### src/verilog/spmp_pkg.sv
package spmp_pkg;
    // ==========================================
    // register map (byte addresses)
    localparam logic [11:0] SPMP_ADDR_CTRL = 12'h000;
    localparam logic [11:0] SPMP_ADDR_STAT = 12'h004;
    localparam logic [11:0] SPMP_ADDR_DATA = 12'h008;
    localparam logic [11:0] SPMP_ADDR_PINS = 12'h00c;
    // ==========================================
    // control fields
    localparam int SPMP_CTRL_IE    = 7;
    localparam int SPMP_CTRL_EN    = 6;
    localparam int SPMP_CTRL_LSBF  = 5;
    localparam int SPMP_CTRL_MASTER_SELECT  = 4;
    localparam int SPMP_CTRL_CPOL  = 3;
    localparam int SPMP_CTRL_CPHA  = 2;
    localparam int SPMP_CTRL_RATE1 = 1;
    localparam int SPMP_CTRL_RATE0 = 0;
    // ==========================================
    // status fields
    localparam int SPMP_STAT_DONE = 7;
    localparam int SPMP_STAT_WRITE_COLLISION_FLAG = 6;
    localparam int SPMP_STAT_DBL  = 0;
    // ==========================================
    // pin direction register fields (user-defined directions)
    localparam int SPMP_PIN_MOSI_OE = 0;
    localparam int SPMP_PIN_MISO_OE = 1;
    localparam int SPMP_PIN_SCK_OE  = 2;
    localparam int SPMP_PIN_SS_OE   = 3;
    localparam int SPMP_PIN_SS_VAL  = 4;
    // ==========================================
    // reset values and counts
    localparam logic [7:0] SPMP_CTRL_RST = 8'h00;
    localparam logic [7:0] SPMP_STAT_RST = 8'h00;
    localparam logic [7:0] SPMP_PINS_RST = 8'h00;
    localparam logic [3:0] SPMP_BITS     = 4'h8;
    // half-periods in pclk cycles for divide 2,4,8,16,32,64,128
    localparam logic [6:0] SPMP_HALF_2   = 7'h01;
    localparam logic [6:0] SPMP_HALF_4   = 7'h02;
    localparam logic [6:0] SPMP_HALF_8   = 7'h04;
    localparam logic [6:0] SPMP_HALF_16  = 7'h08;
    localparam logic [6:0] SPMP_HALF_32  = 7'h10;
    localparam logic [6:0] SPMP_HALF_64  = 7'h20;
    localparam logic [6:0] SPMP_HALF_128 = 7'h40;
endpackage

### src/verilog/spmp_clkdiv.sv
`timescale 1ns/1ps
// half-period enable generator for the master serial clock
module spmp_clkdiv
    import spmp_pkg::*;
(
    input  wire logic       pclk,
    input  wire logic       presetn,
    input  wire logic       run,
    input  wire logic [1:0] rate,
    input  wire logic       dbl,
    output logic            tick
);
    typedef struct packed {
        logic [6:0] cnt;
        logic       tick;
    } spmp_div_s;

    spmp_div_s q, d;
    logic [6:0] half;

    always_comb begin
        case ({dbl, rate})
            3'b000:  half = SPMP_HALF_4;
            3'b001:  half = SPMP_HALF_16;
            3'b010:  half = SPMP_HALF_64;
            3'b011:  half = SPMP_HALF_128;
            3'b100:  half = SPMP_HALF_2;
            3'b101:  half = SPMP_HALF_8;
            3'b110:  half = SPMP_HALF_32;
            default: half = SPMP_HALF_64;
        endcase
        d = q;
        d.tick = 1'b0;
        if (!run) begin
            d.cnt = 7'h00;
        end else if (q.cnt >= half - 7'h01) begin
            d.cnt  = 7'h00;
            d.tick = 1'b1;
        end else begin
            d.cnt = q.cnt + 7'h01;
        end
    end

    always_ff @(posedge pclk or negedge presetn) begin
        if (!presetn) begin
            q <= '0;
        end else begin
            q <= d;
        end
    end

    assign tick = q.tick;
endmodule

### src/verilog/spmp_top.sv
// Added by the designer: the APB register port and the register offsets.
`timescale 1ns/1ps
// What this block does
// - slave role: select is input; low activates port, data-out drives if enabled
// - select high in slave role resets shifter and drops partial byte
// - master with select as output: select is plain general output
// - master with select input low: master bit clears, becomes slave
// - forced switch to slave sets complete flag, may interrupt
// - master bit stays cleared until software writes it again
// - interrupt requested when enable, complete flag and global enable set
// - no serial activity unless port enable is one
// - bit order: one sends LSB first, zero MSB first
// - role bit: one master, zero slave
// - clock polarity: one idles high, zero idles low
// - clock phase: zero samples on leading edge, one on trailing
// - master rate bits pick divide 4/16/64/128, each halved with double speed to 2/8/32/64
// - complete flag sets when a byte transfer completes
// - complete flag clears on vector ack or status read then data access
// - collision flag sets on data write during a transfer
// - status read with collision set then data access clears both flags
// - status bits 5..1 read as zero
// - double speed bit gives shortest serial period of two clocks
// - data write starts transmission; data read returns receive buffer
// - transmit single buffered, receive double buffered with overwrite
// - slave with select high keeps data-out off and stays idle
module spmp_top
    import spmp_pkg::*;
(
    input  wire logic        pclk,
    input  wire logic        presetn,
    input  wire logic        psel,
    input  wire logic        penable,
    input  wire logic        pwrite,
    input  wire logic [11:0] paddr,
    input  wire logic [31:0] pwdata,
    output logic      [31:0] prdata,
    output logic             pready,
    output logic             pslverr,
    input  wire logic        global_irq_en,
    input  wire logic        irq_ack,
    output logic             irq,
    input  wire logic        sck_i,
    output logic             sck_o,
    output logic             sck_oe,
    input  wire logic        mosi_i,
    output logic             mosi_o,
    output logic             mosi_oe,
    input  wire logic        miso_i,
    output logic             miso_o,
    output logic             miso_oe,
    input  wire logic        ss_n_i,
    output logic             ss_n_o,
    output logic             ss_n_oe
);
    typedef struct packed {
        logic [7:0]  ctrl;
        logic        done;
        logic        write_collision_flag;
        logic        dbl;
        logic [7:0]  pins;
        logic [7:0]  shreg;
        logic [7:0]  rxbuf;
        logic [3:0]  bitcnt;
        logic        busy;
        logic        lead;     // next master edge is a leading edge
        logic        sck_sync;
        logic        sck_prev;
        logic        ss_sync;
        logic        rxbit;
        logic        stat_seen;
        logic [31:0] prdata;
        logic        pready;
        logic        pslverr;
        logic        irq;
        logic        sck_o;
        logic        sck_oe;
        logic        mosi_o;
        logic        mosi_oe;
        logic        miso_o;
        logic        miso_oe;
        logic        ss_n_o;
        logic        ss_n_oe;
    } spmp_state_s;

    spmp_state_s q, d;
    logic        tick;
    logic        en, master_select, cpol, cpha, lsbf;
    logic        acc, wr, rd;
    logic        sck_edge, sck_rise, lead_edge, trail_edge;
    logic        sample, setup, finish, serial_in;
    logic [7:0]  shifted;
    logic        ss_low_fault;
    logic        req;
    logic        mapped;
    logic        in_bit;
    logic [31:0] rd_word;

    assign en   = q.ctrl[SPMP_CTRL_EN];
    assign master_select = q.ctrl[SPMP_CTRL_MASTER_SELECT];
    assign cpol = q.ctrl[SPMP_CTRL_CPOL];
    assign cpha = q.ctrl[SPMP_CTRL_CPHA];
    assign lsbf = q.ctrl[SPMP_CTRL_LSBF];
    assign acc  = psel && penable && q.pready;
    assign wr   = acc && pwrite;
    assign rd   = acc && !pwrite;

    // ==========================================
    // bus decode: read data and error are fetched one cycle early
    // so that they stand together with pready; writes and flag
    // clears land later, at the edge that sees pready high
    assign req    = psel && penable && !q.pready;
    assign mapped = (paddr == SPMP_ADDR_CTRL)
                 || (paddr == SPMP_ADDR_STAT)
                 || (paddr == SPMP_ADDR_DATA)
                 || (paddr == SPMP_ADDR_PINS);

    always_comb begin
        case (paddr)
            SPMP_ADDR_CTRL: begin
                rd_word = {24'h000000, q.ctrl};
            end
            SPMP_ADDR_STAT: begin
                rd_word = {24'h000000, q.done, q.write_collision_flag, 5'h00, q.dbl};
            end
            SPMP_ADDR_DATA: begin
                rd_word = {24'h000000, q.rxbuf};
            end
            SPMP_ADDR_PINS: begin
                rd_word = {24'h000000, q.pins};
            end
            // unmapped offsets read as zero
            default: begin
                rd_word = 32'h00000000;
            end
        endcase
    end

    spmp_clkdiv u_div (
        .pclk    (pclk),
        .presetn (presetn),
        .run     (q.busy && master_select && en),
        .rate    (q.ctrl[SPMP_CTRL_RATE1:SPMP_CTRL_RATE0]),
        .dbl     (q.dbl),
        .tick    (tick)
    );

    always_comb begin
        d = q;
        // ==========================================
        // input sampling; sck_prev reads only the first stage
        d.sck_sync = sck_i;
        d.sck_prev = q.sck_sync;
        d.ss_sync  = ss_n_i;

        // ==========================================
        // serial edge decode
        sck_edge   = 1'b0;
        sck_rise   = 1'b0;
        lead_edge  = 1'b0;
        trail_edge = 1'b0;
        ss_low_fault = en && master_select && !q.pins[SPMP_PIN_SS_OE] && !q.ss_sync;
        if (en && master_select) begin
            sck_edge  = tick && q.busy;
            lead_edge = sck_edge && q.lead;
            trail_edge = sck_edge && !q.lead;
        end else if (en && !master_select && !q.ss_sync) begin
            sck_edge = q.sck_sync != q.sck_prev;
            sck_rise = q.sck_sync && !q.sck_prev;
            lead_edge  = sck_edge && (sck_rise ^ cpol);
            trail_edge = sck_edge && !(sck_rise ^ cpol);
        end
        sample = cpha ? trail_edge : lead_edge;
        setup  = cpha ? lead_edge : trail_edge;
        serial_in = master_select ? miso_i : mosi_i;
        // the closing sample of a cpha=1 byte goes straight into the buffer
        in_bit  = sample ? serial_in : q.rxbit;
        shifted = lsbf ? {in_bit, q.shreg[7:1]} : {q.shreg[6:0], in_bit};
        finish = 1'b0;

        // ==========================================
        // shift engine
        if (sample) begin
            d.rxbit  = serial_in;
            d.bitcnt = q.bitcnt + 4'h1;
            if (q.bitcnt == SPMP_BITS - 4'h1 && cpha) begin
                finish = 1'b1;
            end
        end
        if (setup) begin
            if (q.bitcnt == SPMP_BITS && !cpha) begin
                finish = 1'b1;
            end else if (q.bitcnt != 4'h0 || cpha) begin
                d.shreg = (q.bitcnt == 4'h0) ? q.shreg : shifted;
            end
        end
        if (!en && master_select) begin
            d.busy = 1'b0;
        end
        if (en && master_select && sck_edge) begin
            d.lead = !q.lead;
        end
        if (!en && !master_select) begin
            d.busy = 1'b0;
        end
        // slave starts on select low, so first edge finds a bit ready
        if (en && !master_select && !q.ss_sync && !q.busy) begin
            d.busy   = 1'b1;
            d.bitcnt = sample ? 4'h1 : 4'h0;
        end
        if (finish) begin
            d.shreg  = shifted;
            d.rxbuf  = shifted;
            d.busy   = 1'b0;
            d.bitcnt = 4'h0;
            d.lead   = 1'b1;
        end
        if (en && !master_select && q.ss_sync) begin
            d.busy   = 1'b0;
            d.bitcnt = 4'h0;
        end

        // ==========================================
        // register bus
        d.pready  = req;
        d.pslverr = req && !mapped;
        if (req && !pwrite) begin
            d.prdata = rd_word;
        end
        // stat_seen arms the clear: status read with a flag set
        if (req && !pwrite && paddr == SPMP_ADDR_STAT) begin
            d.stat_seen = q.done || q.write_collision_flag;
        end
        if (acc && paddr == SPMP_ADDR_DATA) begin
            if (q.stat_seen) begin
                d.done = 1'b0;
                d.write_collision_flag = 1'b0;
            end
            d.stat_seen = 1'b0;
        end
        if (irq_ack) begin
            d.done = 1'b0;
        end
        if (wr) begin
            case (paddr)
                SPMP_ADDR_CTRL: d.ctrl = pwdata[7:0];
                SPMP_ADDR_STAT: d.dbl  = pwdata[SPMP_STAT_DBL];
                SPMP_ADDR_PINS: d.pins = pwdata[7:0];
                SPMP_ADDR_DATA: begin
                    if (q.busy && !(en && !master_select && q.bitcnt == 4'h0 && !cpha)) begin
                        d.write_collision_flag = 1'b1;
                    end else begin
                        d.shreg = pwdata[7:0];
                        if (en && master_select) begin
                            d.busy   = 1'b1;
                            d.bitcnt = 4'h0;
                            d.lead   = 1'b1;
                        end
                    end
                end
                default: ;
            endcase
        end
        // ==========================================
        // mode fault; hardware sets win over any clear above
        if (ss_low_fault) begin
            d.ctrl[SPMP_CTRL_MASTER_SELECT] = 1'b0;
            d.done = 1'b1;
            d.busy = 1'b0;
            d.bitcnt = 4'h0;
        end
        if (finish) begin
            d.done = 1'b1;
        end

        // ==========================================
        // pins
        d.irq = d.ctrl[SPMP_CTRL_IE] && d.done && global_irq_en;
        if (!(en && master_select)) begin
            d.lead = 1'b1;
        end
        if (d.ctrl[SPMP_CTRL_EN] && d.ctrl[SPMP_CTRL_MASTER_SELECT]) begin
            d.sck_oe  = d.pins[SPMP_PIN_SCK_OE];
            d.mosi_oe = d.pins[SPMP_PIN_MOSI_OE];
            d.miso_oe = 1'b0;
        end else if (d.ctrl[SPMP_CTRL_EN]) begin
            d.sck_oe  = 1'b0;
            d.mosi_oe = 1'b0;
            d.miso_oe = d.pins[SPMP_PIN_MISO_OE] && !q.ss_sync;
        end else begin
            d.sck_oe  = d.pins[SPMP_PIN_SCK_OE];
            d.mosi_oe = d.pins[SPMP_PIN_MOSI_OE];
            d.miso_oe = d.pins[SPMP_PIN_MISO_OE];
        end
        // idle level = polarity; toggles on each master half period
        if (en && master_select && q.busy && sck_edge) begin
            d.sck_o = !q.sck_o;
        end else if (!(q.busy && en && master_select)) begin
            d.sck_o = cpol;
        end

        // a cpha=1 byte ends on a sample edge; hold data-out there
        if (!(finish && cpha)) begin
            d.mosi_o = lsbf ? d.shreg[0] : d.shreg[7];
        end
        d.miso_o = d.mosi_o;
        // select follows software value only; port logic ignores it
        d.ss_n_o  = d.pins[SPMP_PIN_SS_VAL];
        d.ss_n_oe = d.ctrl[SPMP_CTRL_MASTER_SELECT] && d.pins[SPMP_PIN_SS_OE];
    end

    always_ff @(posedge pclk or negedge presetn) begin
        if (!presetn) begin
            q        <= '0;
            q.ctrl   <= SPMP_CTRL_RST;
            q.pins   <= SPMP_PINS_RST;
            q.lead   <= 1'b1;
            q.ss_sync <= 1'b1;
            q.ss_n_o <= 1'b1;
        end else begin
            q <= d;
        end
    end

    assign prdata  = q.prdata;
    assign pready  = q.pready;
    assign pslverr = q.pslverr;
    assign irq     = q.irq;
    assign sck_o   = q.sck_o;
    assign sck_oe  = q.sck_oe;
    assign mosi_o  = q.mosi_o;
    assign mosi_oe = q.mosi_oe;
    assign miso_o  = q.miso_o;
    assign miso_oe = q.miso_oe;
    assign ss_n_o  = q.ss_n_o;
    assign ss_n_oe = q.ss_n_oe;
endmodule
### config.mk
export PLATFORM = sky130hd
export DESIGN_NAME = spmp_top
export DESIGN_NICKNAME = d
export VERILOG_FILES = /design/src/verilog/spmp_pkg.sv /design/src/verilog/spmp_clkdiv.sv /design/src/verilog/spmp_top.sv
export SDC_FILE = /design/constraint.sdc
export NUM_CORES = 1
export LEC_CHECK = 0
export BUFFER_PORTS_ARGS = -buffer_cell sky130_fd_sc_hd__buf_2
export CELL_PAD_IN_SITES_DETAIL_PLACEMENT = 1
export CELL_PAD_IN_SITES_GLOBAL_PLACEMENT = 1
export CORE_ASPECT_RATIO = 0.75
export CORE_MARGIN = 5
export CORE_UTILIZATION = 41
export DETAILED_ROUTE_END_ITERATION = 10
export PLACE_DENSITY = 0.81
export SLEW_MARGIN = 10
export SYNTH_ARGS = -nofsm -noshare
export SYNTH_HDL_FRONTEND = slang
export SYNTH_HIERARCHICAL = 1
export SYNTH_SLANG_ARGS = --single-unit
### constraint.sdc
create_clock -name pclk -period 2.65 [get_ports pclk]
set_clock_uncertainty 0.15 [all_clocks]
set_input_delay 0.1325 -clock pclk [delete_from_list [all_inputs] [get_ports pclk]]
set_output_delay 0.1325 -clock pclk [all_outputs]
set_load 0.03 [all_outputs]
==> flow_summary.json <==
{
  "yosysTopAreaCellShare": 0.429,
  "start_util": 0.418,
  "areaGrowthSynthToFinish_pct": 19.9,
  "mostFrequentLayoutCell": "dfrtp_1",
  "yosysWarnings": 6,
  "synthCells": 376,
  "core_um2": 9620,
  "drc_errors": 0,
  "nets": 516,
  "cts.sinks": 72,
  "worstHoldStart": "mosi_i",
  "dr.pass1.iters": 4,
  "top_register": "q",
  "hold_depth": 4,
  "synthArstFlopShare": 1.00,
  "drt-initial-drc-count": 130,
  "nFillCells": 1101,
  "clockBufferDepth": 2,
  "numCtsBuffers": 9,
  "cp_max_fo": 11,
  "hold_viol": 0,
  "min_period_over_period": 0.962,
  "grt_antenna_before_repair": 0,
  "fin_util": 0.502,
  "largest_reg_flops": 40,
  "grt_pass1_vias": 3403,
  "setup_viol": 0,
  "final_cell_mix": "dfrtp_1, buf_2, mux2_2",
  "synth_largest_area_cell": "dfrtp_1",
  "setup_tns_ps": 0,
  "synth_ff_type": "dfrtp_1",
  "crit_required_ps": 2710,
  "cap_viol_max_count": 0,
  "synth-edff-count": 0,
  "num_vias": 3093,
  "hold_ws_ps": 66.7,
  "run_status": "complete, no violations",
  "crit_arrival_ps": 2610,
  "dp_cells": 552,
  "max_slew.worst_pin.slew_ps": 949,
  "io_pins": 98,
  "synth_seq_area_share": 0.449,
  "clkTransAtPathRegs_ps": 60,
  "slew_viol_final": 0,
  "die_w_um": 124,
  "rows": 31,
  "slew_headroom": 0.367,
  "grt_first_pass_wirelength_um": 17500,
  "dpl-instance-area_um2": 4350,
  "fmax_mhz": 392,
  "n_antenna_cell": 0,
  "cts-root-buf": "clkbuf_16",
  "chipHeight_um": 95.8,
  "clock_latency_ps": 340,
  "synth_area_per_cell_um2": 10.7,
  "globalplace.congestion": 0.818,
  "fin_crit_ps": 2550,
  "cp-start-kind": "register",
  "grt_usage": 0.186,
  "hold_end": "q[44]$_DFF_PN0_",
  "ys_types": 57,
  "cts_tree": "built",
  "ys_seq_elements": 72,
  "crit_path_end_kind": "register",
  "drive_gt1_frac": 0.303,
  "synth_area_um2": 4020,
  "p_leak_nw": 2.29,
  "critical_path_class": "reg -> reg",
  "powerDensity_nw_per_um2": 492,
  "wl_per_cell_um": 18.3,
  "rsz0062_at_grt": "false",
  "peakVddDrop_uv": 428,
  "final_area_um2": 4830,
  "io_buffer_count": 49,
  "grt_overflow": 0,
  "hp-class": "in -> reg",
  "vias_per_cell": 5.27,
  "r2r_slack_ps": 100,
  "fin_cells": 587,
  "ant_nets": 0,
  "grt_max_degree": 73,
  "htreeDepth": 3,
  "routed_wl_um": 10800,
  "dp_hpwl_um": 7910,
  "reg2reg_depth": 6,
  "r2r-start": "master_select$_DFF_PN0_",
  "die-area_um2": 11900,
  "timing.rr.end": "q[62]$_DFF_PN0_",
  "ys_top_cells_by_area": "dfrtp_1, mux2_2, buf_4"
}
-- power breakdown --
part | internal, mW | leakage (nW) | switching, mW
sequential | 1.11 | 0.919 | 0.00433
combinational | 0.0481 | 1.25 | 0.117
clock | 0.659 | 0.128 | 0.437
total | 1.81 | 2.29 | 0.559
-- what timing repair did --
action	in CTS	in global routing
endpoints found under the setup margin	1	4
endpoints found under the hold margin	96	0
resized for setup	3	3
pin swaps	3	0
buffers inserted	3	0
hold buffers	16	0
-- worst max-delay path, stage by stage (launching register included) --
cell	delay [ps]
dfrtp_1	630
and2_4	290
o211ai_1	130
a211oi_1	490
o31ai_1	200
buf_4	190
a211o_2	340
-- cell families after synthesis --
logic type                 count (synthesis)  synth area share
and+or+nand+nor                          109             0.146
AOI/OAI and AO/OA                         65             0.119
xor gates and xnor gates                  12            0.0280
muxes                                     45             0.132
buffers and inverters                     60            0.0896
DFF                                       72             0.449
other                                      2           0.00187
adders and majority gates                 11            0.0342
-- cell usage after synthesis, drive strengths merged, types with 5 or more instances --
master and number:
ha 11, mux2i 7, a21oi 5, inv 14, nor2 19, a22oi 5
clkbuf 7, buf 39, and3 5, o21ai 21, nor4 5, nor3b 8
xor2 8, o31ai 9, nand3 9, nand2 32, dfrtp 69, mux2 35
and2 9, nor3 5
-- metal layers --
metal	up-vias	global-route usage	routed length, um
met5	-	0	0
met4	0	0.0356	75
met3	8	0.0532	531
met2	64	0.313	5290
met1	1595	0.245	4860
li1	1426	-	-
-- per-stage QoR --
stage	total power [mW]	setup slack (ps)
global route	2.47	18.1
floorplan	1.24	219
detailed placement	1.28	16.0
finish	2.37	99.4
global placement	1.27	227
CTS	2.40	4.31
-- final cells by class --
| cell class | count | area, um2 | area share |
|---|---|---|---|
| multi-input combinational | 267 | 1980 | 0.410 |
| sequential | 72 | 1810 | 0.374 |
| timing repair buffer | 86 | 563 | 0.117 |
| clock buffer | 15 | 258 | 0.0534 |
| tap | 132 | 165 | 0.0342 |
| inverter | 14 | 52.6 | 0.0109 |
| clock inverter | 1 | 5.00 | 0.00104 |
-- worst max-delay path by stage --
stage                            startpoint  cells past startpoint                  to  slack, ps
finish              master_select$_DFF_PN0_                      6     q[62]$_DFF_PN0_        100
global route                q[50]$_DFF_PN0_                     11  miso_o$_DFFE_PN0N_         20
CTS                         q[50]$_DFF_PN0_                     11  miso_o$_DFFE_PN0N_          4
detailed placement          q[50]$_DFF_PN0_                     10  miso_o$_DFFE_PN0N_         20
global placement            q[50]$_DFF_PN0_                     10  miso_o$_DFFE_PN0N_        230
floorplan                   d[46]$_DFF_PN0_                      7  miso_o$_DFFE_PN0N_        220
(Power assumes the default switching activity.)
